File: src/verilog/fpwm_map.svh
`ifndef FPWM_MAP_SVH
`define FPWM_MAP_SVH

// ==========================================================
// Core clock
`define FPWM_CLK_HZ 10000000

// ==========================================================
// Drive frequencies in units of 0.1 Hz
`define FPWM_FREQ_HF_SLOW_DHZ 14000
`define FPWM_FREQ_HF_FAST_DHZ 225000
`define FPWM_FREQ_LF0_DHZ 110
`define FPWM_FREQ_LF1_DHZ 147
`define FPWM_FREQ_LF2_DHZ 221
`define FPWM_FREQ_LF3_DHZ 294
`define FPWM_FREQ_LF4_DHZ 353
`define FPWM_FREQ_LF5_DHZ 441
`define FPWM_FREQ_LF6_DHZ 588
`define FPWM_FREQ_LF7_DHZ 882

// Period in core clock cycles for a frequency in 0.1 Hz
`define FPWM_PERIOD_CYC(f) ((`FPWM_CLK_HZ * 10) / (f))

// ==========================================================
// Register offsets
`define FPWM_ADDR_CFG1 8'h40
`define FPWM_ADDR_CFG2 8'h74
`define FPWM_ADDR_PAIR_A 8'h68
`define FPWM_ADDR_PAIR_B 8'h69
`define FPWM_ADDR_STATUS 8'h7E

// ==========================================================
// Field positions and reset values
`define FPWM_CFG1_LF_BIT 6
`define FPWM_CFG2_FREQ_MSB 6
`define FPWM_CFG2_FREQ_LSB 4
`define FPWM_INV_HI_BIT 5
`define FPWM_INV_LO_BIT 4
`define FPWM_REG_RST 8'h00
`define FPWM_FREQ_SLOW_CODE 3'h0
`define FPWM_DUTY_FULL 8'hFF
`define FPWM_STRETCH_SHIFT 4

`endif

File: src/verilog/fpwm_pkg.sv
package fpwm_pkg;

  // ========================================================
  // Types
  typedef enum logic
  {
    fpwm_mode_hf = 1'b0,
    fpwm_mode_lf = 1'b1
  } fpwm_mode_t;

  typedef logic [2:0] fpwm_freq_t;
  typedef logic [7:0] fpwm_duty_t;
  typedef logic [7:0] fpwm_byte_t;

endpackage : fpwm_pkg

File: src/verilog/fpwm_tb_if.sv
`timescale 1ns/1ps

// ==========================================================
// Shared PWM timebase towards the channel comparators
interface fpwm_tb_if #(
  parameter int CNT_W = 24
);
  logic start;
  logic [CNT_W-1:0] cnt;
  logic [CNT_W-1:0] period;
  fpwm_pkg::fpwm_mode_t mode;

  modport src (output start, output cnt, output period, output mode);
  modport snk (input start, input cnt, input period, input mode);
endinterface : fpwm_tb_if

File: src/verilog/fpwm_top.sv
// Contract
// - Config bit 6 at 0x40 picks high frequency when 0 (reset), low when 1.
// - All four outputs share one drive frequency from the mode bit and field.
// - High frequency: field 000 gives 1.4 kHz, any other code 22.5 kHz.
// - Low frequency: codes 000..111 give 11 to 88.2 Hz in listed steps.
// - A set inversion bit complements that channel's waveform and duty.
// - Register 0x68 bit 5 inverts channel a, bit 4 channel b; reset 0.
// - Register 0x69 bit 5 inverts channel c, bit 4 channel d; reset 0.
// - With full-speed enabled, pin driven low demands maximum duty on all fans.
// - During full speed every output holds a constant logic high.
// - Low frequency mode stretches short pulses; high frequency mode does not.
`timescale 1ns/1ps
`include "fpwm_map.svh"

module fpwm_top #(
  parameter int CNT_W = 24,
  parameter int HF_SLOW_CYC = `FPWM_PERIOD_CYC(`FPWM_FREQ_HF_SLOW_DHZ),
  // Slow drive periods, code 7 first
  parameter logic [7:0][31:0] LF_CYC_TAB =
  {
    32'(`FPWM_PERIOD_CYC(`FPWM_FREQ_LF7_DHZ)),
    32'(`FPWM_PERIOD_CYC(`FPWM_FREQ_LF6_DHZ)),
    32'(`FPWM_PERIOD_CYC(`FPWM_FREQ_LF5_DHZ)),
    32'(`FPWM_PERIOD_CYC(`FPWM_FREQ_LF4_DHZ)),
    32'(`FPWM_PERIOD_CYC(`FPWM_FREQ_LF3_DHZ)),
    32'(`FPWM_PERIOD_CYC(`FPWM_FREQ_LF2_DHZ)),
    32'(`FPWM_PERIOD_CYC(`FPWM_FREQ_LF1_DHZ)),
    32'(`FPWM_PERIOD_CYC(`FPWM_FREQ_LF0_DHZ))
  }
)(
  // Clock and reset
  input wire logic core_clk,
  input wire logic rst_n,
  // Register port
  input wire logic [7:0] reg_addr,
  input wire logic reg_wr,
  input wire logic [7:0] reg_wdata,
  output logic [7:0] reg_rdata_q,
  // Per-channel duty from the host side
  input wire logic [7:0] duty_a,
  input wire logic [7:0] duty_b,
  input wire logic [7:0] duty_c,
  input wire logic [7:0] duty_d,
  // Full-speed pin
  input wire logic full_speed_en,
  input wire logic full_speed_n,
  // Fan drive outputs
  output logic fan_drive_out_a,
  output logic fan_drive_out_b,
  output logic fan_drive_out_c,
  output logic fan_drive_out_d
);

  localparam int NCH = 4;
  localparam int HF_FAST_CYC = `FPWM_PERIOD_CYC(`FPWM_FREQ_HF_FAST_DHZ);
  localparam logic [7:0][CNT_W-1:0] LF_CYC =
  {
    CNT_W'(LF_CYC_TAB[7]), CNT_W'(LF_CYC_TAB[6]), CNT_W'(LF_CYC_TAB[5]), CNT_W'(LF_CYC_TAB[4]),
    CNT_W'(LF_CYC_TAB[3]), CNT_W'(LF_CYC_TAB[2]), CNT_W'(LF_CYC_TAB[1]), CNT_W'(LF_CYC_TAB[0])
  };

  // ========================================================
  // Elaboration checks
  if (CNT_W < 2 || CNT_W > 31)
  begin : g_bad_width
    $error("fpwm_top: CNT_W out of range");
  end

  if (HF_SLOW_CYC < 2)
  begin : g_slow_short
    $error("fpwm_top: slow high frequency period too short");
  end

  if (HF_SLOW_CYC >= (64'h1 << CNT_W))
  begin : g_slow_wide
    $error("fpwm_top: slow high frequency period does not fit CNT_W");
  end

  // The fast rate is fixed, so a narrow counter can still miss it
  if (HF_FAST_CYC >= (64'h1 << CNT_W))
  begin : g_fast_wide
    $error("fpwm_top: fast high frequency period does not fit CNT_W");
  end

  for (genvar k = 0; k < 8; k++)
  begin : g_lf_chk
    if (LF_CYC_TAB[k] < 32'h2)
    begin : g_short
      $error("fpwm_top: low frequency period too short");
    end

    if (LF_CYC_TAB[k] >= (64'h1 << CNT_W))
    begin : g_wide
      $error("fpwm_top: low frequency period does not fit CNT_W");
    end
  end

  // ========================================================
  // Register file
  fpwm_pkg::fpwm_byte_t cfg1_q;
  fpwm_pkg::fpwm_byte_t cfg2_q;
  fpwm_pkg::fpwm_byte_t pair_a_q;
  fpwm_pkg::fpwm_byte_t pair_b_q;
  fpwm_pkg::fpwm_byte_t rdata_d;
  fpwm_pkg::fpwm_byte_t status;

  // Every bit stored; only the listed fields steer the drive
  always_ff @(posedge core_clk or negedge rst_n)
  begin
    if (!rst_n)
    begin
      cfg1_q <= `FPWM_REG_RST;
    end
    else if (reg_wr && reg_addr == `FPWM_ADDR_CFG1)
    begin
      cfg1_q <= reg_wdata;
    end
  end

  always_ff @(posedge core_clk or negedge rst_n)
  begin
    if (!rst_n)
    begin
      cfg2_q <= `FPWM_REG_RST;
    end
    else if (reg_wr && reg_addr == `FPWM_ADDR_CFG2)
    begin
      cfg2_q <= reg_wdata;
    end
  end

  always_ff @(posedge core_clk or negedge rst_n)
  begin
    if (!rst_n)
    begin
      pair_a_q <= `FPWM_REG_RST;
    end
    else if (reg_wr && reg_addr == `FPWM_ADDR_PAIR_A)
    begin
      pair_a_q <= reg_wdata;
    end
  end

  always_ff @(posedge core_clk or negedge rst_n)
  begin
    if (!rst_n)
    begin
      pair_b_q <= `FPWM_REG_RST;
    end
    else if (reg_wr && reg_addr == `FPWM_ADDR_PAIR_B)
    begin
      pair_b_q <= reg_wdata;
    end
  end

  // ========================================================
  // Live controls
  fpwm_pkg::fpwm_mode_t mode_req;
  fpwm_pkg::fpwm_freq_t freq_req;
  logic [NCH-1:0] inv_req;
  logic full_speed;

  assign mode_req = fpwm_pkg::fpwm_mode_t'(cfg1_q[`FPWM_CFG1_LF_BIT]);
  assign freq_req = cfg2_q[`FPWM_CFG2_FREQ_MSB:`FPWM_CFG2_FREQ_LSB];
  assign inv_req = {pair_b_q[`FPWM_INV_LO_BIT], pair_b_q[`FPWM_INV_HI_BIT],
                    pair_a_q[`FPWM_INV_LO_BIT], pair_a_q[`FPWM_INV_HI_BIT]};
  // Pin only counts when configured for the full-speed function
  assign full_speed = full_speed_en & ~full_speed_n;

  // ========================================================
  // Timebase and comparators
  fpwm_tb_if #(.CNT_W(CNT_W)) tb_if ();
  logic [NCH-1:0] wave;
  fpwm_pkg::fpwm_duty_t [NCH-1:0] duty;

  assign duty = {duty_d, duty_c, duty_b, duty_a};

  fpwm_timebase #(
    .CNT_W(CNT_W),
    .HF_SLOW_CYC(CNT_W'(HF_SLOW_CYC)),
    .HF_FAST_CYC(CNT_W'(HF_FAST_CYC)),
    .LF_CYC(LF_CYC)
  ) u_timebase (
    .core_clk(core_clk),
    .rst_n(rst_n),
    .mode_req(mode_req),
    .freq_req(freq_req),
    .tb(tb_if.src)
  );

  fpwm_chan #(
    .CNT_W(CNT_W),
    .NCH(NCH)
  ) u_chan (
    .core_clk(core_clk),
    .rst_n(rst_n),
    .tb(tb_if.snk),
    .duty(duty),
    .wave_q(wave)
  );

  // ========================================================
  // Inversion shadow, aligned with the registered waveform
  logic [NCH-1:0] inv_q;

  always_ff @(posedge core_clk or negedge rst_n)
  begin
    if (!rst_n)
    begin
      inv_q <= '0;
    end
    else if (tb_if.start)
    begin
      inv_q <= inv_req;
    end
  end

  // ========================================================
  // Output stage
  logic [NCH-1:0] drive_d;
  logic [NCH-1:0] drive_q;

  always_comb
  begin
    if (full_speed)
    begin
      // Overrides inversion too; fans must never stop here
      drive_d = '1;
    end
    else
    begin
      drive_d = wave ^ inv_q;
    end
  end

  always_ff @(posedge core_clk or negedge rst_n)
  begin
    if (!rst_n)
    begin
      drive_q <= '0;
    end
    else
    begin
      drive_q <= drive_d;
    end
  end

  assign fan_drive_out_a = drive_q[0];
  assign fan_drive_out_b = drive_q[1];
  assign fan_drive_out_c = drive_q[2];
  assign fan_drive_out_d = drive_q[3];

  // ========================================================
  // Read path
  // Status is read-only; a write to it is ignored like an unmapped one
  assign status = {full_speed, tb_if.mode == fpwm_pkg::fpwm_mode_lf, 2'h0, drive_q};

  always_comb
  begin
    case (reg_addr)
      `FPWM_ADDR_CFG1:
      begin
        rdata_d = cfg1_q;
      end
      `FPWM_ADDR_CFG2:
      begin
        rdata_d = cfg2_q;
      end
      `FPWM_ADDR_PAIR_A:
      begin
        rdata_d = pair_a_q;
      end
      `FPWM_ADDR_PAIR_B:
      begin
        rdata_d = pair_b_q;
      end
      `FPWM_ADDR_STATUS:
      begin
        rdata_d = status;
      end
      default:
      begin
        rdata_d = 8'h00;
      end
    endcase
  end

  always_ff @(posedge core_clk or negedge rst_n)
  begin
    if (!rst_n)
    begin
      reg_rdata_q <= 8'h00;
    end
    else
    begin
      reg_rdata_q <= rdata_d;
    end
  end

endmodule : fpwm_top

File: src/verilog/fpwm_timebase.sv
`timescale 1ns/1ps
`include "fpwm_map.svh"

module fpwm_timebase #(
  parameter int CNT_W = 24,
  parameter logic [CNT_W-1:0] HF_SLOW_CYC = CNT_W'(`FPWM_PERIOD_CYC(`FPWM_FREQ_HF_SLOW_DHZ)),
  parameter logic [CNT_W-1:0] HF_FAST_CYC = CNT_W'(`FPWM_PERIOD_CYC(`FPWM_FREQ_HF_FAST_DHZ)),
  parameter logic [7:0][CNT_W-1:0] LF_CYC = '0
)(
  // Clock and reset
  input wire logic core_clk,
  input wire logic rst_n,
  // Live configuration
  input wire fpwm_pkg::fpwm_mode_t mode_req,
  input wire fpwm_pkg::fpwm_freq_t freq_req,
  // Timebase out
  fpwm_tb_if.src tb
);

  logic [CNT_W-1:0] cnt_q;
  logic [CNT_W-1:0] period_q;
  logic [CNT_W-1:0] period_d;
  fpwm_pkg::fpwm_mode_t mode_q;

  // ========================================================
  // Period lookup
  always_comb
  begin
    if (mode_req == fpwm_pkg::fpwm_mode_lf)
    begin
      period_d = LF_CYC[freq_req];
    end
    else if (freq_req == `FPWM_FREQ_SLOW_CODE)
    begin
      period_d = HF_SLOW_CYC;
    end
    else
    begin
      period_d = HF_FAST_CYC;
    end
  end

  // ========================================================
  // Counter; settings taken only on wrap so no pulse is cut short
  always_ff @(posedge core_clk or negedge rst_n)
  begin
    if (!rst_n)
    begin
      cnt_q <= '0;
      period_q <= HF_FAST_CYC;
      mode_q <= fpwm_pkg::fpwm_mode_hf;
    end
    else if (cnt_q >= period_q - CNT_W'(1))
    begin
      cnt_q <= '0;
      period_q <= period_d;
      mode_q <= mode_req;
    end
    else
    begin
      cnt_q <= cnt_q + CNT_W'(1);
    end
  end

  // One counter for all channels
  assign tb.start = (cnt_q == '0);
  assign tb.cnt = cnt_q;
  assign tb.period = period_q;
  assign tb.mode = mode_q;

endmodule : fpwm_timebase

File: src/verilog/fpwm_chan.sv
`timescale 1ns/1ps
`include "fpwm_map.svh"

module fpwm_chan #(
  parameter int CNT_W = 24,
  parameter int NCH = 4
)(
  // Clock and reset
  input wire logic core_clk,
  input wire logic rst_n,
  // Timebase and duty
  fpwm_tb_if.snk tb,
  input wire fpwm_pkg::fpwm_duty_t [NCH-1:0] duty,
  // Raw waveform
  output logic [NCH-1:0] wave_q
);

  for (genvar i = 0; i < NCH; i++)
  begin : g_ch
    logic [CNT_W-1:0] thr_q;
    logic [CNT_W-1:0] thr_new;
    logic [CNT_W-1:0] thr_min;
    logic [CNT_W+7:0] prod;

    always_comb
    begin
      prod = duty[i] * tb.period;
      thr_min = tb.period >> `FPWM_STRETCH_SHIFT;
      if (duty[i] == `FPWM_DUTY_FULL)
      begin
        thr_new = tb.period;
      end
      else
      begin
        thr_new = prod[CNT_W+7:8];
      end
      // Short pulses starve the tach reading at low rates
      if (tb.mode == fpwm_pkg::fpwm_mode_lf && duty[i] != '0 && thr_new < thr_min)
      begin
        thr_new = thr_min;
      end
    end

    always_ff @(posedge core_clk or negedge rst_n)
    begin
      if (!rst_n)
      begin
        thr_q <= '0;
      end
      else if (tb.start)
      begin
        thr_q <= thr_new;
      end
    end

    always_ff @(posedge core_clk or negedge rst_n)
    begin
      if (!rst_n)
      begin
        wave_q[i] <= 1'b0;
      end
      else
      begin
        wave_q[i] <= tb.cnt < (tb.start ? thr_new : thr_q);
      end
    end
  end

endmodule : fpwm_chan

File: config.mk
export PLATFORM = sky130hd
export DESIGN_NAME = fpwm_top
export DESIGN_NICKNAME = d
export VERILOG_FILES = /design/src/verilog/fpwm_pkg.sv /design/src/verilog/fpwm_tb_if.sv /design/src/verilog/fpwm_top.sv /design/src/verilog/fpwm_timebase.sv /design/src/verilog/fpwm_chan.sv
export VERILOG_INCLUDE_DIRS = /design/src /design/src/verilog
export SDC_FILE = /design/constraint.sdc
export NUM_CORES = 2
export LEC_CHECK = 0
export BUFFER_PORTS_ARGS = -buffer_cell sky130_fd_sc_hd__buf_2
export CORE_UTILIZATION = 60
export DETAILED_ROUTE_END_ITERATION = 7
export PLACE_DENSITY = 0.88
export SLEW_MARGIN = 20
export SYNTH_ARGS = -nofsm -noshare
export SYNTH_HDL_FRONTEND = slang
export SYNTH_SLANG_ARGS = --single-unit
File: constraint.sdc
create_clock -name core_clk -period 11.6 [get_ports core_clk]
set_input_delay 1.74 -clock core_clk [delete_from_list [all_inputs] [get_ports core_clk]]
set_output_delay 1.74 -clock core_clk [all_outputs]
set_load 0.03 [all_outputs]
==> reports/qor.yml <==
run_status:
  status: "complete, no violations"
critical_path:
  rrSetupSlack_ns: 1.28
  reg2reg_depth: 38
  cpMaxStageDelayCell: "fa_1"
  crit_required_ns: 11.99
  critPathKind: "primary input to flop"
  r2r-start: "u_timebase.tb.period[4]"
  cp-end-kind: "flop"
  start_kind: "primary input"
  slowest_delay_ns: 0.56
  crit_top_cell: "a21o_1"
  crit_start: "duty_b[6]"
  reg2reg_to: "u_chan.wave_q[1]"
  cp_max_fo: 22
  arrival_ns: 11.36
timing:
  finalCritPeriodShare_pct: 94.62
  relSlewSlack_pct: 21.94
  tightest_slew_ns: 1.171
  slew_violations: 0
  layout_min_cycle_time_ns: 10.98
  fin_worst_skew_ns: 0.01278
  rsz0062_at_grt: "no"
  setup_violations: 0
  hold_ws_ns: 0.4704
  hold_viol: 0
  tns_ns: 0
  fmax_mhz: 91.11
grt:
  gr-total-overflow: 0
  grt_pass1_wl_um: 154400
  grt_use_total_pct: 32.81
  antenna_found_initial: 6
  grt_max_degree: 89
  grt_pass1_vias: 29989
logic_synthesis:
  seq_area_frac_synth_pct: 13.93
  syn_area_um2: 34720
  synth_edf_count: 0
  synth_area_per_cell_um2: 8.699
  ys_warn_count: 0
  ys_ff_latch: 193
  ys_async_sr_fraction_pct: 100.0
  synth_flop_cell: "dfrtp_1"
  synth_cells: 3991
  synth.distinct_cells: 89
  synth_nets: 4852
routing:
  viasPerCell: 6.249
  routed_wl_um: 94710
  ant_nets: 0
  vias: 29019
  drt_iter0_drc: 2672
  post_drt_wl_per_cell_um: 20.39
  firstDrtPassIters: 6
  drc_errors: 0
power_and_ir_drop:
  p_per_area_nw_per_um2: 38.23
  vdd_drop_max_uv: 77.25
  p_leak_nw: 18.95
final_layout:
  instances_no_fill: 4644
  final_layout_size_suffix_gt1_share_pct: 6.409
  fillers: 4536
  areaGrowthSynthToFinish_pct: 3.528
  fin_nets: 4733
die:
  die_h_um: 242.6
  die_area_um2: 58830
  rows: 87
  core_area_um2: 56820
  pin_count: 65
  chipWidth_um: 242.6
  start_util_pct: 61.10
worst_hold_path:
  hold_depth: 2
  hold_end: "u_chan.g_ch[2].thr_q[22]"
  min_from: "u_chan.g_ch[2].thr_q[22]"
  min_path_type: "flop to flop"
placement:
  place.port_buffers: 64
  detailed_place_hpwl_um: 68150
  place_inst: 4609
  gp_congestion: 0.9760
cts:
  postCtsResizedCells: 0
  cts_root_buf: "clkbuf_16"
  cts_tree: "done"
  cts_sinks: 193
  numCtsBuffers: 17
  hold_buffers: 0
  clockBufferDepth: 2
  clk_pin_slew_ns: 0.08
  clk-insertion-delay-late_ns: 0.47
  htreeDepth: 4
  post_cts_buffers: 0
job:
  cap_violations: 0
## final cells by class
cell class                      instances  area [um2]  share of cell area [%]
Tap cell                              756       945.9                   2.632
Clock inverter                         14       141.4                  0.3933
Antenna cell                            3       7.507                 0.02089
Inverter                              501        1881                   5.232
Multi-Input combinational cell       3058       27090                   75.38
Timing Repair Buffer                  101       606.8                   1.688
Sequential cell                       193        4840                   13.46
Clock buffer                           18       429.2                   1.194
## report_power, final
group	internal [mW]	switching, mW
Clock	0.287	0.306
Combinational	0.0197	0.0744
Sequential	0.679	0.00827
Total	0.986	0.389
## sequential cells by signal, summed over array words and instances, names as in the netlist, 8 cells and up
name / flops
u_chan.g_ch.thr_q: 96
u_timebase.tb.cnt: 24
u_timebase.tb.period: 20
cfg1_q: 8
cfg2_q: 8
pair_a_q: 8
pair_b_q: 8
reg_rdata_q: 8
## per-layer routing
metal  wire length (um)  global-route usage, %  vias to the layer above
met5                  0                      0                        -
met1              36410                  42.28                    14309
met4               4886                  16.53                        0
li1                   -                      -                    12885
met3               8886                  5.096                      348
met2              44520                  53.66                     1477
## worst max-delay path, delay by kind of cell
family | cells | cell delay (ns)
AO/OA/AOI/OAI | 20 | 4.20
AND/OR/NAND/NOR | 7 | 1.58
adder cells (fa/ha/maj) | 7 | 2.88
buffers and inverters | 3 | 0.47
multiplexers | 1 | 0.29
XOR/XNOR | 1 | 0.18
## layout by cell type (no fill, tap or decap), types with 14 or more instances in the layout
cell       count
nor3_1        40
inv_1        501
and4_1        14
clkbuf_16     17
a21o_1        75
o31ai_1       19
a31oi_1       22
fa_1         428
o21a_1        50
buf_2         63
nand2_1      412
dfrtp_1      185
xnor2_1       61
nand4_1       61
nor4_1        25
xor2_1        45
nor2_1       184
and3_1        21
ha_1         380
nand3_1       52
mux2_2        80
and2_1       461
buf_4         37
nor2b_1       23
o211ai_1      17
nand2b_1      15
o21ai_0      123
mux2i_1       74
a21oi_1      182
## cell families (layout without fill, tap and decap cells)
| logic type | count (synthesis) | in the layout | share of synthesized area (%) |
|---|---|---|---|
| other | 0 | 3 | 0 |
| muxes | 164 | 164 | 5.074 |
| adders and majority gates | 808 | 808 | 38.37 |
| and+or+nand+nor | 1355 | 1355 | 20.08 |
| buffers and inverters | 740 | 634 | 8.134 |
| AOI/OAI and AO/OA | 625 | 625 | 11.73 |
| DFF | 193 | 193 | 13.93 |
| xor gates and xnor gates | 106 | 106 | 2.674 |
## per-stage QoR
stage | area (um2) | power (mW) | setup slack [ns] | util [%]
floorplan | 34720 | 0.7407 | 1.209 | -
global placement | 35360 | 0.7888 | 0.5437 | 62.24
detailed placement | 35360 | 0.7927 | 0.2621 | 62.24
CTS | 35930 | 1.371 | 0.7190 | 63.24
global route | 35940 | 1.408 | 0.06137 | 63.25
finish | 35940 | 1.374 | 0.6243 | 63.26
## worst max path at each step
stage                        to
2_1_floorplan  u_chan.wave_q[1]
3_3_place_gp   u_chan.wave_q[1]
3_5_place_dp   u_chan.wave_q[1]
4_1_cts        u_chan.wave_q[1]
5_1_grt        u_chan.wave_q[1]
6_report       u_chan.wave_q[1]
## synthesized netlist by cell type, types with 13 or more instances
cell,number,area share (%)
a211oi_1,13,0.28
a21o_1,75,1.6
a21oi_1,182,2.6
a31oi_1,22,0.40
and2_1,461,8.3
and3_1,21,0.38
and4_1,14,0.35
clkbuf_1,219,2.4
dfrtp_1,187,13
fa_1,428,25
ha_1,380,14
inv_1,501,5.4
mux2_2,80,2.6
mux2i_1,74,2.1
nand2_1,412,4.5
nand2b_1,15,0.27
nand3_1,52,0.75
nand4_1,61,1.1
nor2_1,186,2.0
nor2b_1,23,0.41
nor3_1,41,0.59
nor4_1,25,0.45
o211ai_1,17,0.37
o21a_1,50,1.1
o21ai_0,123,1.8
o31ai_1,19,0.41
xnor2_1,61,1.5
xor2_1,45,1.1
(Power assumes the default switching activity.)
